`config.mk`:
```
export PLATFORM = sky130hd
export DESIGN_NAME = ihps_dev_flat
export DESIGN_NICKNAME = d
export VERILOG_FILES = /design/src/hw/ihps_pkg.sv /design/src/hw/ihps_if.sv /design/src/hw/ihps_dev.sv /design/src/flat_wrapper.sv
export SDC_FILE = /design/constraint.sdc
export NUM_CORES = 1
export LEC_CHECK = 0
export BUFFER_PORTS_ARGS = -buffer_cell sky130_fd_sc_hd__buf_2
export CAP_MARGIN = 20
export CORE_MARGIN = 10
export CORE_UTILIZATION = 38
export DETAILED_ROUTE_END_ITERATION = 10
export PLACE_DENSITY = 0.74
export SLEW_MARGIN = 20
export SYNTH_ARGS = -nofsm -noshare
export SYNTH_HDL_FRONTEND = slang
export SYNTH_SLANG_ARGS = --single-unit
```
`constraint.sdc`:
```
create_clock -name sys_clk_i -period 0.9 [get_ports sys_clk_i]
set_clock_uncertainty 0.1 [all_clocks]
set_input_delay 0.18 -clock sys_clk_i [delete_from_list [all_inputs] [get_ports sys_clk_i]]
set_output_delay 0.18 -clock sys_clk_i [all_outputs]
set_load 0.05 [all_outputs]
```
`src/hw/ihps_pkg.sv`:
```
// Package of widths, decode constants and timing counts for the ISA host port
package ihps_pkg;
    localparam int ADDR_W        = 12;
    localparam int DATA_W        = 8;
    localparam int REG_SEL_W     = 3;
    // Address bits compared against the serial-port emulation base
    localparam int COM_HI_MSB    = 9;
    localparam int COM_HI_LSB    = 3;
    // Address bits reserved for the plug-and-play decoder only
    localparam int PNP_HI_MSB    = 11;
    localparam int PNP_HI_LSB    = 10;
    localparam logic [6:0] COM_BASE_RST   = 7'h7F;  // 0x3F8 >> 3
    localparam logic [9:0] MBOX_ADDR_RST  = 10'h2F0;
    localparam logic [11:0] PNP_ADDR_RST  = 12'hA79;
    // Host strobe width in ns and in cycles
    localparam int STROBE_NS     = 120;
    localparam int CLK_NS        = 4;
    localparam int STROBE_CYC    = (STROBE_NS + CLK_NS - 1) / CLK_NS;
    localparam int CNT_W         = 8;
endpackage

```
`src/hw/ihps_if.sv`:
```
// Interface joining the device end and the host end of the ISA host port
`timescale 1ns/1ns
interface ihps_if;
    import ihps_pkg::*;
    logic [ADDR_W-1:0] host_addr_in;
    logic              host_addr_qualify_n;
    logic              host_write_strobe_n;
    logic              host_read_strobe_n;
    logic [DATA_W-1:0] host_data_h2d;
    logic              host_data_h2d_oe;
    logic [DATA_W-1:0] host_data_d2h;
    logic              host_read_drive_enable_n;
    logic              host_irq_out_a;
    logic              host_irq_out_a_oe;
    logic              host_irq_out_b;
    logic              host_irq_out_b_oe;
    logic              host_dma_req_a;
    logic              host_dma_req_a_oe;
    logic              host_dma_req_b;
    logic              host_dma_req_b_oe;
    logic              host_dma_ack_n_a;
    logic              host_dma_ack_n_b;
    modport dev (
        input  host_addr_in, host_addr_qualify_n, host_write_strobe_n,
        input  host_read_strobe_n, host_data_h2d, host_data_h2d_oe,
        input  host_dma_ack_n_a, host_dma_ack_n_b,
        output host_data_d2h, host_read_drive_enable_n,
        output host_irq_out_a, host_irq_out_a_oe, host_irq_out_b, host_irq_out_b_oe,
        output host_dma_req_a, host_dma_req_a_oe, host_dma_req_b, host_dma_req_b_oe
    );
    modport host (
        output host_addr_in, host_addr_qualify_n, host_write_strobe_n,
        output host_read_strobe_n, host_data_h2d, host_data_h2d_oe,
        output host_dma_ack_n_a, host_dma_ack_n_b,
        input  host_data_d2h, host_read_drive_enable_n,
        input  host_irq_out_a, host_irq_out_a_oe, host_irq_out_b, host_irq_out_b_oe,
        input  host_dma_req_a, host_dma_req_a_oe, host_dma_req_b, host_dma_req_b_oe
    );
endinterface

```
`src/hw/ihps_dev.sv`:
```
// Device end of the ISA host port: decode, read drive, interrupt and DMA request
`timescale 1ns/1ns
// Behaviour
// - Drive enable low during emulation, mailbox, PnP reads
// - Drive enable low during host DMA reads
// - Address bits 2-0 select emulation register
// - Bits 11-10 used by PnP decode only
// - Address matches only while qualify is low
// - Host gates bits 15-12 into qualify
// - Host writes with write strobe low
// - Host reads with read strobe low
// - One interrupt output driven, other released; both released in reset
// - DMA requested on one of two outputs
// - Host acknowledges low while moving data
module ihps_dev #(
    parameter logic [6:0]  COM_BASE  = ihps_pkg::COM_BASE_RST,
    parameter logic [9:0]  MBOX_ADDR = ihps_pkg::MBOX_ADDR_RST,
    parameter logic [11:0] PNP_ADDR  = ihps_pkg::PNP_ADDR_RST
) (
    input  wire logic                         sys_clk_i,
    input  wire logic                         nrst_i,
    ihps_if.dev                               bus,
    input  wire logic                         irq_req_i,
    input  wire logic                         irq_sel_b_i,
    input  wire logic                         dma_req_i,
    input  wire logic                         dma_sel_b_i,
    input  wire logic                         dma_dir_read_i,
    input  wire logic [ihps_pkg::DATA_W-1:0]  rd_data_i,
    output logic [ihps_pkg::REG_SEL_W-1:0]    reg_sel_o,
    output logic [ihps_pkg::DATA_W-1:0]       wr_data_o,
    output logic                              com_wr_o,
    output logic                              com_rd_o,
    output logic                              mbox_wr_o,
    output logic                              pnp_wr_o,
    output logic                              dma_wr_o,
    output logic                              dma_rd_o
);
    import ihps_pkg::*;

    // --------------------------------------------------------------
    // Decode helper
    // --------------------------------------------------------------
    // One qualified address-field compare, shared by the three decoders
    function automatic logic field_hit(input logic              q,
                                       input logic [ADDR_W-1:0] got,
                                       input logic [ADDR_W-1:0] want);
        field_hit = q && (got == want);
    endfunction

    // --------------------------------------------------------------
    // Address decode
    // --------------------------------------------------------------
    wire logic [ADDR_W-1:0] addr    = bus.host_addr_in;
    wire logic              qual    = ~bus.host_addr_qualify_n;
    // Upper two bits reach the plug-and-play compare only
    wire logic [ADDR_W-1:0] com_fld = {5'h00, addr[COM_HI_MSB:COM_HI_LSB]};
    wire logic [ADDR_W-1:0] mbx_fld = {2'b00, addr[PNP_HI_LSB-1:0]};
    wire logic [ADDR_W-1:0] com_ref = {5'h00, COM_BASE};
    wire logic [ADDR_W-1:0] mbx_ref = {2'b00, MBOX_ADDR};
    wire logic              com_hit = field_hit(qual, com_fld, com_ref);
    wire logic              mbx_hit = field_hit(qual, mbx_fld, mbx_ref);
    wire logic              pnp_hit = field_hit(qual, addr, PNP_ADDR);
    wire logic              any_hit = com_hit || mbx_hit || pnp_hit;

    // --------------------------------------------------------------
    // Strobes and grant
    // --------------------------------------------------------------
    wire logic rd_n         = bus.host_read_strobe_n;
    wire logic wr_n         = bus.host_write_strobe_n;
    wire logic ack_any      = ~bus.host_dma_ack_n_a || ~bus.host_dma_ack_n_b;
    wire logic io_rd        = ~rd_n && any_hit;
    wire logic dma_rd       = ack_any && dma_dir_read_i && ~rd_n;
    wire logic next_drive_n = ~(io_rd || dma_rd);

    logic              rd_n_d;
    logic              wr_n_d;
    logic              drive_n;
    logic [DATA_W-1:0] rd_q;
    logic              com_q;
    logic              mbx_q;
    logic              pnp_q;
    logic              ack_q;

    // Target and grant are held from the strobe's low phase: the host may
    // lift its address enable and acknowledge on the edge that ends a write
    wire logic              next_com_q   = wr_n ? com_q : com_hit;
    wire logic              next_mbx_q   = wr_n ? mbx_q : mbx_hit;
    wire logic              next_pnp_q   = wr_n ? pnp_q : pnp_hit;
    wire logic              next_ack_q   = wr_n ? ack_q : ack_any;
    // Write data is taken only while the host drives the bus
    wire logic              take_data    = ~wr_n && bus.host_data_h2d_oe;
    wire logic [DATA_W-1:0] next_wr_data = take_data ? bus.host_data_h2d : wr_data_o;
    wire logic              wr_end       = ~wr_n_d && wr_n;
    wire logic              rd_beg       = rd_n_d && ~rd_n;

    // --------------------------------------------------------------
    // Strobe history
    // --------------------------------------------------------------
    always_ff @(posedge sys_clk_i or negedge nrst_i) begin
        if (!nrst_i) begin
            rd_n_d <= 1'b1;
            wr_n_d <= 1'b1;
        end else begin
            rd_n_d <= rd_n;
            wr_n_d <= wr_n;
        end
    end

    // --------------------------------------------------------------
    // Read drive
    // --------------------------------------------------------------
    always_ff @(posedge sys_clk_i or negedge nrst_i) begin
        if (!nrst_i) begin
            drive_n <= 1'b1;
            rd_q    <= 8'h00;
        end else begin
            drive_n <= next_drive_n;
            rd_q    <= rd_data_i;
        end
    end
    assign bus.host_read_drive_enable_n = drive_n;
    assign bus.host_data_d2h            = rd_q;

    // --------------------------------------------------------------
    // Write target capture
    // --------------------------------------------------------------
    always_ff @(posedge sys_clk_i or negedge nrst_i) begin
        if (!nrst_i) begin
            com_q <= 1'b0;
            mbx_q <= 1'b0;
            pnp_q <= 1'b0;
            ack_q <= 1'b0;
        end else begin
            com_q <= next_com_q;
            mbx_q <= next_mbx_q;
            pnp_q <= next_pnp_q;
            ack_q <= next_ack_q;
        end
    end

    // --------------------------------------------------------------
    // Register select and write data
    // --------------------------------------------------------------
    always_ff @(posedge sys_clk_i or negedge nrst_i) begin
        if (!nrst_i) begin
            reg_sel_o <= 3'h0;
            wr_data_o <= 8'h00;
        end else begin
            reg_sel_o <= addr[REG_SEL_W-1:0];
            wr_data_o <= next_wr_data;
        end
    end

    // --------------------------------------------------------------
    // User-side strobes
    // --------------------------------------------------------------
    always_ff @(posedge sys_clk_i or negedge nrst_i) begin
        if (!nrst_i) begin
            com_wr_o  <= 1'b0;
            com_rd_o  <= 1'b0;
            mbox_wr_o <= 1'b0;
            pnp_wr_o  <= 1'b0;
            dma_wr_o  <= 1'b0;
            dma_rd_o  <= 1'b0;
        end else begin
            com_wr_o  <= wr_end && com_q;
            com_rd_o  <= rd_beg && com_hit;
            mbox_wr_o <= wr_end && mbx_q;
            pnp_wr_o  <= wr_end && pnp_q;
            dma_wr_o  <= wr_end && ack_q && !dma_dir_read_i;
            dma_rd_o  <= rd_beg && ack_any && dma_dir_read_i;
        end
    end

    // --------------------------------------------------------------
    // Interrupt pins
    // --------------------------------------------------------------
    logic irq_a;
    logic irq_b;
    logic irq_a_oe;
    logic irq_b_oe;
    always_ff @(posedge sys_clk_i or negedge nrst_i) begin
        if (!nrst_i) begin
            irq_a    <= 1'b0;
            irq_b    <= 1'b0;
            irq_a_oe <= 1'b0;
            irq_b_oe <= 1'b0;
        end else begin
            irq_a_oe <= !irq_sel_b_i;
            irq_b_oe <= irq_sel_b_i;
            irq_a    <= irq_req_i && !irq_sel_b_i;
            irq_b    <= irq_req_i && irq_sel_b_i;
        end
    end
    assign bus.host_irq_out_a    = irq_a;
    assign bus.host_irq_out_b    = irq_b;
    assign bus.host_irq_out_a_oe = irq_a_oe;
    assign bus.host_irq_out_b_oe = irq_b_oe;

    // --------------------------------------------------------------
    // DMA request pins
    // --------------------------------------------------------------
    logic drq_a;
    logic drq_b;
    logic drq_a_oe;
    logic drq_b_oe;
    always_ff @(posedge sys_clk_i or negedge nrst_i) begin
        if (!nrst_i) begin
            drq_a    <= 1'b0;
            drq_b    <= 1'b0;
            drq_a_oe <= 1'b0;
            drq_b_oe <= 1'b0;
        end else begin
            drq_a_oe <= !dma_sel_b_i;
            drq_b_oe <= dma_sel_b_i;
            drq_a    <= dma_req_i && !dma_sel_b_i;
            drq_b    <= dma_req_i && dma_sel_b_i;
        end
    end
    assign bus.host_dma_req_a    = drq_a;
    assign bus.host_dma_req_b    = drq_b;
    assign bus.host_dma_req_a_oe = drq_a_oe;
    assign bus.host_dma_req_b_oe = drq_b_oe;
endmodule

```
`src/flat_wrapper.sv`:
```
// flat-port wrapper written by rule: the top's interface ports become plain ports
module ihps_dev_flat import ihps_pkg::*;
#(
    parameter logic [6:0]  COM_BASE  = ihps_pkg::COM_BASE_RST,
    parameter logic [9:0]  MBOX_ADDR = ihps_pkg::MBOX_ADDR_RST,
    parameter logic [11:0] PNP_ADDR  = ihps_pkg::PNP_ADDR_RST
)
  (sys_clk_i, nrst_i, irq_req_i, irq_sel_b_i, dma_req_i, dma_sel_b_i, dma_dir_read_i, rd_data_i, reg_sel_o, wr_data_o, com_wr_o, com_rd_o, mbox_wr_o, pnp_wr_o, dma_wr_o, dma_rd_o, bus_host_addr_in, bus_host_addr_qualify_n, bus_host_write_strobe_n, bus_host_read_strobe_n, bus_host_data_h2d, bus_host_data_h2d_oe, bus_host_dma_ack_n_a, bus_host_dma_ack_n_b, bus_host_data_d2h, bus_host_read_drive_enable_n, bus_host_irq_out_a, bus_host_irq_out_a_oe, bus_host_irq_out_b, bus_host_irq_out_b_oe, bus_host_dma_req_a, bus_host_dma_req_a_oe, bus_host_dma_req_b, bus_host_dma_req_b_oe);
  ihps_if bus_i ();
  input  wire logic sys_clk_i;
  input  wire logic nrst_i;
  input  wire logic irq_req_i;
  input  wire logic irq_sel_b_i;
  input  wire logic dma_req_i;
  input  wire logic dma_sel_b_i;
  input  wire logic dma_dir_read_i;
  input  wire logic [ihps_pkg::DATA_W-1:0] rd_data_i;
  output logic [ihps_pkg::REG_SEL_W-1:0] reg_sel_o;
  output logic [ihps_pkg::DATA_W-1:0] wr_data_o;
  output logic com_wr_o;
  output logic com_rd_o;
  output logic mbox_wr_o;
  output logic pnp_wr_o;
  output logic dma_wr_o;
  output logic dma_rd_o;
  input wire logic [$bits(bus_i.host_addr_in)-1:0] bus_host_addr_in;
  input wire logic [$bits(bus_i.host_addr_qualify_n)-1:0] bus_host_addr_qualify_n;
  input wire logic [$bits(bus_i.host_write_strobe_n)-1:0] bus_host_write_strobe_n;
  input wire logic [$bits(bus_i.host_read_strobe_n)-1:0] bus_host_read_strobe_n;
  input wire logic [$bits(bus_i.host_data_h2d)-1:0] bus_host_data_h2d;
  input wire logic [$bits(bus_i.host_data_h2d_oe)-1:0] bus_host_data_h2d_oe;
  input wire logic [$bits(bus_i.host_dma_ack_n_a)-1:0] bus_host_dma_ack_n_a;
  input wire logic [$bits(bus_i.host_dma_ack_n_b)-1:0] bus_host_dma_ack_n_b;
  output wire logic [$bits(bus_i.host_data_d2h)-1:0] bus_host_data_d2h;
  output wire logic [$bits(bus_i.host_read_drive_enable_n)-1:0] bus_host_read_drive_enable_n;
  output wire logic [$bits(bus_i.host_irq_out_a)-1:0] bus_host_irq_out_a;
  output wire logic [$bits(bus_i.host_irq_out_a_oe)-1:0] bus_host_irq_out_a_oe;
  output wire logic [$bits(bus_i.host_irq_out_b)-1:0] bus_host_irq_out_b;
  output wire logic [$bits(bus_i.host_irq_out_b_oe)-1:0] bus_host_irq_out_b_oe;
  output wire logic [$bits(bus_i.host_dma_req_a)-1:0] bus_host_dma_req_a;
  output wire logic [$bits(bus_i.host_dma_req_a_oe)-1:0] bus_host_dma_req_a_oe;
  output wire logic [$bits(bus_i.host_dma_req_b)-1:0] bus_host_dma_req_b;
  output wire logic [$bits(bus_i.host_dma_req_b_oe)-1:0] bus_host_dma_req_b_oe;
  assign bus_i.host_addr_in = bus_host_addr_in;
  assign bus_i.host_addr_qualify_n = bus_host_addr_qualify_n;
  assign bus_i.host_write_strobe_n = bus_host_write_strobe_n;
  assign bus_i.host_read_strobe_n = bus_host_read_strobe_n;
  assign bus_i.host_data_h2d = bus_host_data_h2d;
  assign bus_i.host_data_h2d_oe = bus_host_data_h2d_oe;
  assign bus_i.host_dma_ack_n_a = bus_host_dma_ack_n_a;
  assign bus_i.host_dma_ack_n_b = bus_host_dma_ack_n_b;
  assign bus_host_data_d2h = bus_i.host_data_d2h;
  assign bus_host_read_drive_enable_n = bus_i.host_read_drive_enable_n;
  assign bus_host_irq_out_a = bus_i.host_irq_out_a;
  assign bus_host_irq_out_a_oe = bus_i.host_irq_out_a_oe;
  assign bus_host_irq_out_b = bus_i.host_irq_out_b;
  assign bus_host_irq_out_b_oe = bus_i.host_irq_out_b_oe;
  assign bus_host_dma_req_a = bus_i.host_dma_req_a;
  assign bus_host_dma_req_a_oe = bus_i.host_dma_req_a_oe;
  assign bus_host_dma_req_b = bus_i.host_dma_req_b;
  assign bus_host_dma_req_b_oe = bus_i.host_dma_req_b_oe;
  ihps_dev #(.COM_BASE(COM_BASE), .MBOX_ADDR(MBOX_ADDR), .PNP_ADDR(PNP_ADDR)) u_core (.sys_clk_i(sys_clk_i), .nrst_i(nrst_i), .bus(bus_i), .irq_req_i(irq_req_i), .irq_sel_b_i(irq_sel_b_i), .dma_req_i(dma_req_i), .dma_sel_b_i(dma_sel_b_i), .dma_dir_read_i(dma_dir_read_i), .rd_data_i(rd_data_i), .reg_sel_o(reg_sel_o), .wr_data_o(wr_data_o), .com_wr_o(com_wr_o), .com_rd_o(com_rd_o), .mbox_wr_o(mbox_wr_o), .pnp_wr_o(pnp_wr_o), .dma_wr_o(dma_wr_o), .dma_rd_o(dma_rd_o));
endmodule
```
# Yosys cells after proc, flatten, opt, wreduce, memory -nomap -nowiden
# Index checks and enable logic that the tools add are counted.
# classes
n_reduce_logical,28
n_addsub,0
n_mux,0
shift,0
mul,0
bitwise,7
n_eq_ne,3
order_cmp,0
div,0
# ops
operator,n
$logic_and A1 B1 Y1,21
$eq A12 B12 Y1 const B,1
$eq A10 B10 Y1 const B,1
$eq A7 B7 Y1 const B,1
$not A1 Y1,7
$logic_or A1 B1 Y1,4
$logic_not A1 Y1,3
# word_totals
ff_bits,40
output_inout_bits,34
rom_bits,0
input_bits,41
n_memories,0
elab_cells,62
mem_bits_rw,0
latch_bits,0

# Longest topological paths before layout
# logic_depth
ltp_word,7
ltp_mapped,4
depth_no_buf,4

# Least setup slack after synthesis
# OpenSTA, ideal clock, no wires.
# synth_timing
path_kind,in2reg
from,input port bus_host_addr_qualify_n
to,register u_core.drive_n (netlist: u_core.bus.host_read_drive_enable_n)
setup_ns,0.079
arrival_ns,1.340
path_slack_ns,-0.619
cell_stages,4
n_path_buf,0
required_time_ns,0.721
path_cell_list,nand2b_1 > or4_1 > or4_1 > a41o_1
# synth_via
elab_chain_len,7
word_cells_on_any_way,9
cone_classes,bitwise: 2; reduce/logical: 7
# synth_lines
element,line,source
start: declaration,flat_wrapper.sv:27,input wire logic [$bits(bus_i.host_addr_qualify_n)-1:0] bus_host_addr_qualify_n;
$not A1 Y1 *,ihps_dev.sv:54,wire logic qual = ~bus.host_addr_qualify_n;
$logic_and A1 B1 Y1,ihps_dev.sv:47,field_hit = q && (got == want);
$logic_or A1 B1 Y1,ihps_dev.sv:63,wire logic any_hit = com_hit || mbx_hit || pnp_hit;
$logic_or A1 B1 Y1 *,ihps_dev.sv:63,
$logic_and A1 B1 Y1 *,ihps_dev.sv:71,wire logic io_rd = ~rd_n && any_hit;
$logic_or A1 B1 Y1 *,ihps_dev.sv:73,wire logic next_drive_n = ~(io_rd || dma_rd);
$not A1 Y1 *,ihps_dev.sv:73,
named net u_core.next_drive_n,ihps_dev.sv:73,
end signal: assignment,ihps_dev.sv:117,drive_n <= next_drive_n;
end: declaration,ihps_dev.sv:77,logic drive_n;
# The timed path passes the listed nets; every way through them passes the cells marked *.
# A chain may end at the register's enable or synchronous reset.

# Final worst setup path
# layout_timing
from,register u_core.drive_n (netlist: u_core.bus.host_read_drive_enable_n)
to,output port bus_host_read_drive_enable_n
# layout_lines
element,line,source
end: declaration,flat_wrapper.sv:35,output wire logic [$bits(bus_i.host_read_drive_enable_n)-1:0] bus_host_read_drive_enable_n;
# No word-level cell between the ends.

==> out/metrics.csv <==
metric;value;unit
start_util;39.18;%
crit_path_cell_trace;buf_8;
overflow;0;
p_leak;1.211;nW
insertion_delay;0.34;ns
cts.sink_count;40;
crit_arrival;1.03;ns
drive_above_1_share;61.03;%
crit_type;reg -> out;
syn_nets;124;
portBuffers;74;
first_global_vias;1270;
finalNonFillerCells;241;
worstPathMaxFanout;1;
ys_types;18;
syn_inst;83;
setup_slack;-0.4145;ns
combPwrFrac;27.5;%
die_area;6187;sq um
synth_edf_count;0;
violations;hold timing, setup timing;
core_area;3337;sq um
antenna_found_initial;0;
die_w;78.66;um
ys.flop_type;dfrtp_1;
dp_hpwl;2577;um
synth-seq-cells;40;
required;0.62;ns
grt.total_usage;13.50;%
fin_crit_sh;146.1;%
grt_pass1_wl;6499;um
layout_min_cycle_time;1.315;ns
slowest_stage;dfstp_2;
drc;0;
wire_per_inst;17.11;um
async_reset_ff_share;100.0;%
rr_startpoint;u_core.wr_data_o[6];
worstRegToRegCells;2;
slew_headroom;86.21;%
syn_avg_cell_area;15.75;sq um
top_level_ports;75;
seq_area;1005;sq um
r2r_end;u_core.wr_data_o[6];
critPathBufInv;1;
min_to;u_core.wr_data_o[5];
wl;4123;um
antenna_cells;0;
r2r_slack;-0.13;ns
drt_first_iter_violations;62;
htree_levels;2;
ir_drop;964.4;uV
dp_cells;207;
power_switching_share;30.19;%
switchingPower;1.216;mW
yosysWarnings;0;
pwr-share-seq;49.5;%
n_fill_cell;222;
clkTransAtPathRegs;0.12;ns
cts_made_buffers;5;
startpoint_type;flop;
finalNetCount;235;
whs_path_depth;2;
syn2layout_area_growth;86.70;%
holdWs;-0.03151;ns
p_clk_share;23.0;%
synth_area;1308;sq um
tns;-11.26;ns
grt_setup_unrepaired;yes;
yosysSeqAreaShare;76.84;%
fmax;760.7;MHz
crit_family;flip-flops;
worstHoldStart;bus_host_data_h2d[5];
outcome;complete, but fails checks;
routed_via_density;4.544;
intPower;2.812;mW
max-cap-violations;0;
first_pass_iters;4;
cpPeakStageDelay;0.55;ns
gp_congestion;0.7671;
hold_viol;7;
multi_input_area;365.4;sq um
tritoncts;done;
vias;1095;
hold_path.class;in -> reg;
die_h;78.66;um
rows;21;
ant_nets;0;
root_buffer;clkbuf_4;
slew_violations;0;
p_per_area;1650;nW/um^2
worstSetupEndpointType;primary output;
clockBufferDepth;2;
setup_viol_count_final;49;
holdBufCountCts;19;
grt_start_max_net_pins;41;
worst_slew_pin_slew;0.2069;ns
## how the worst max path moves through the flow
stage	to	cells past startpoint	startpoint	slack, ns
detailed placement	u_core.bus.host_read_drive_enable_n	5	bus_host_addr_qualify_n	-0.75
CTS	bus_host_read_drive_enable_n	1	u_core.bus.host_read_drive_enable_n	-0.43
finish	bus_host_read_drive_enable_n	1	u_core.bus.host_read_drive_enable_n	-0.41
floorplan	u_core.bus.host_read_drive_enable_n	3	bus_host_addr_in[8]	-0.62
global placement	u_core.bus.host_read_drive_enable_n	5	bus_host_addr_qualify_n	-0.74
global route	bus_host_read_drive_enable_n	1	u_core.bus.host_read_drive_enable_n	-0.45
## cells in the mapped netlist (2+ instances only)
library cell / number / area (sq um)
and2_1: 5 / 31.28
clkbuf_1: 2 / 7.510
dfrtp_1: 37 / 925.9
dfstp_2: 3 / 78.83
inv_1: 2 / 7.510
mux2_2: 9 / 101.4
nand2_1: 6 / 22.52
nand4_1: 2 / 12.51
nor2b_1: 4 / 25.02
nor3b_1: 2 / 15.01
o21ai_0: 3 / 15.01
or4_1: 2 / 15.01
## cells by family (layout without fill, tap and decap cells)
kind of cell	Yosys count	count (layout)	synth area share, %
AO/OA/AOI/OAI	4	4	1.914
buffers and inverters	4	116	1.149
flip-flops	40	40	76.84
multiplexers	9	9	7.751
AND/OR/NAND/NOR	26	26	12.34
## cells in the final DEF (no fill, tap or decap), types with 2 or more instances in the layout
| master | n |
|---|---|
| clkbuf_4 | 5 |
| clkinv_2 | 2 |
| o21ai_2 | 3 |
| nand4_1 | 2 |
| dfrtp_1 | 37 |
| buf_4 | 7 |
| nor2b_1 | 3 |
| inv_1 | 2 |
| mux2_4 | 8 |
| and2_1 | 5 |
| nor3b_2 | 2 |
| buf_6 | 45 |
| or3_4 | 2 |
| or4_4 | 2 |
| dfstp_2 | 3 |
| nand2_1 | 6 |
| dlygate4sd3_1 | 18 |
| buf_2 | 34 |
## power by group through the flow
stage                     Sequential [mW]  Combinational [mW]  Clock, mW
after global placement               1.98               0.784          0
after global routing                 2.01                1.17       1.06
final                                1.99                1.11      0.925
after floorplan                      2.36               0.139          0
after detailed placement             1.99               0.794          0
after CTS                            1.98                1.05      0.954
## layer usage
| layer | up-vias | part of all wire, % | global-route usage (%) |
|---|---|---|---|
| met1 | 518 | 36 | 13.52 |
| met3 | 3 | 14 | 8.542 |
| met4 | 0 | 0.70 | 3.763 |
| met2 | 72 | 49 | 22.86 |
| li1 | 502 | - | - |
| met5 | - | 0 | 0 |
## cell type report
cell class / count / share of cell area (%)
sequential: 40 / 41.16
timing repair buffer: 106 / 38.70
multi-input combinational: 39 / 14.97
tap: 46 / 2.358
clock buffer: 6 / 2.101
clock inverter: 2 / 0.4100
inverter: 2 / 0.3075
## repair_timing
item,CTS,global route
setup endpoints to repair,42,50
resized for setup,76,14
cloned,0,0
buffers inserted,6,5
pin swaps,8,2
endpoints found under the hold margin,73,8
## through the flow
stage	setup slack (ns)	util (%)	hold slack [ns]	cell area (sq um)	total power, mW
floorplan	-0.6161	-	-0.2156	1374	2.499
global placement	-0.7429	54.89	0.05790	1832	2.765
detailed placement	-0.7545	54.89	0.06868	1832	2.782
CTS	-0.4329	71.09	-0.04622	2372	3.980
global route	-0.4543	73.15	-0.05803	2441	4.232
finish	-0.4145	73.15	-0.03151	2441	4.028
(Power assumes the default switching activity.)
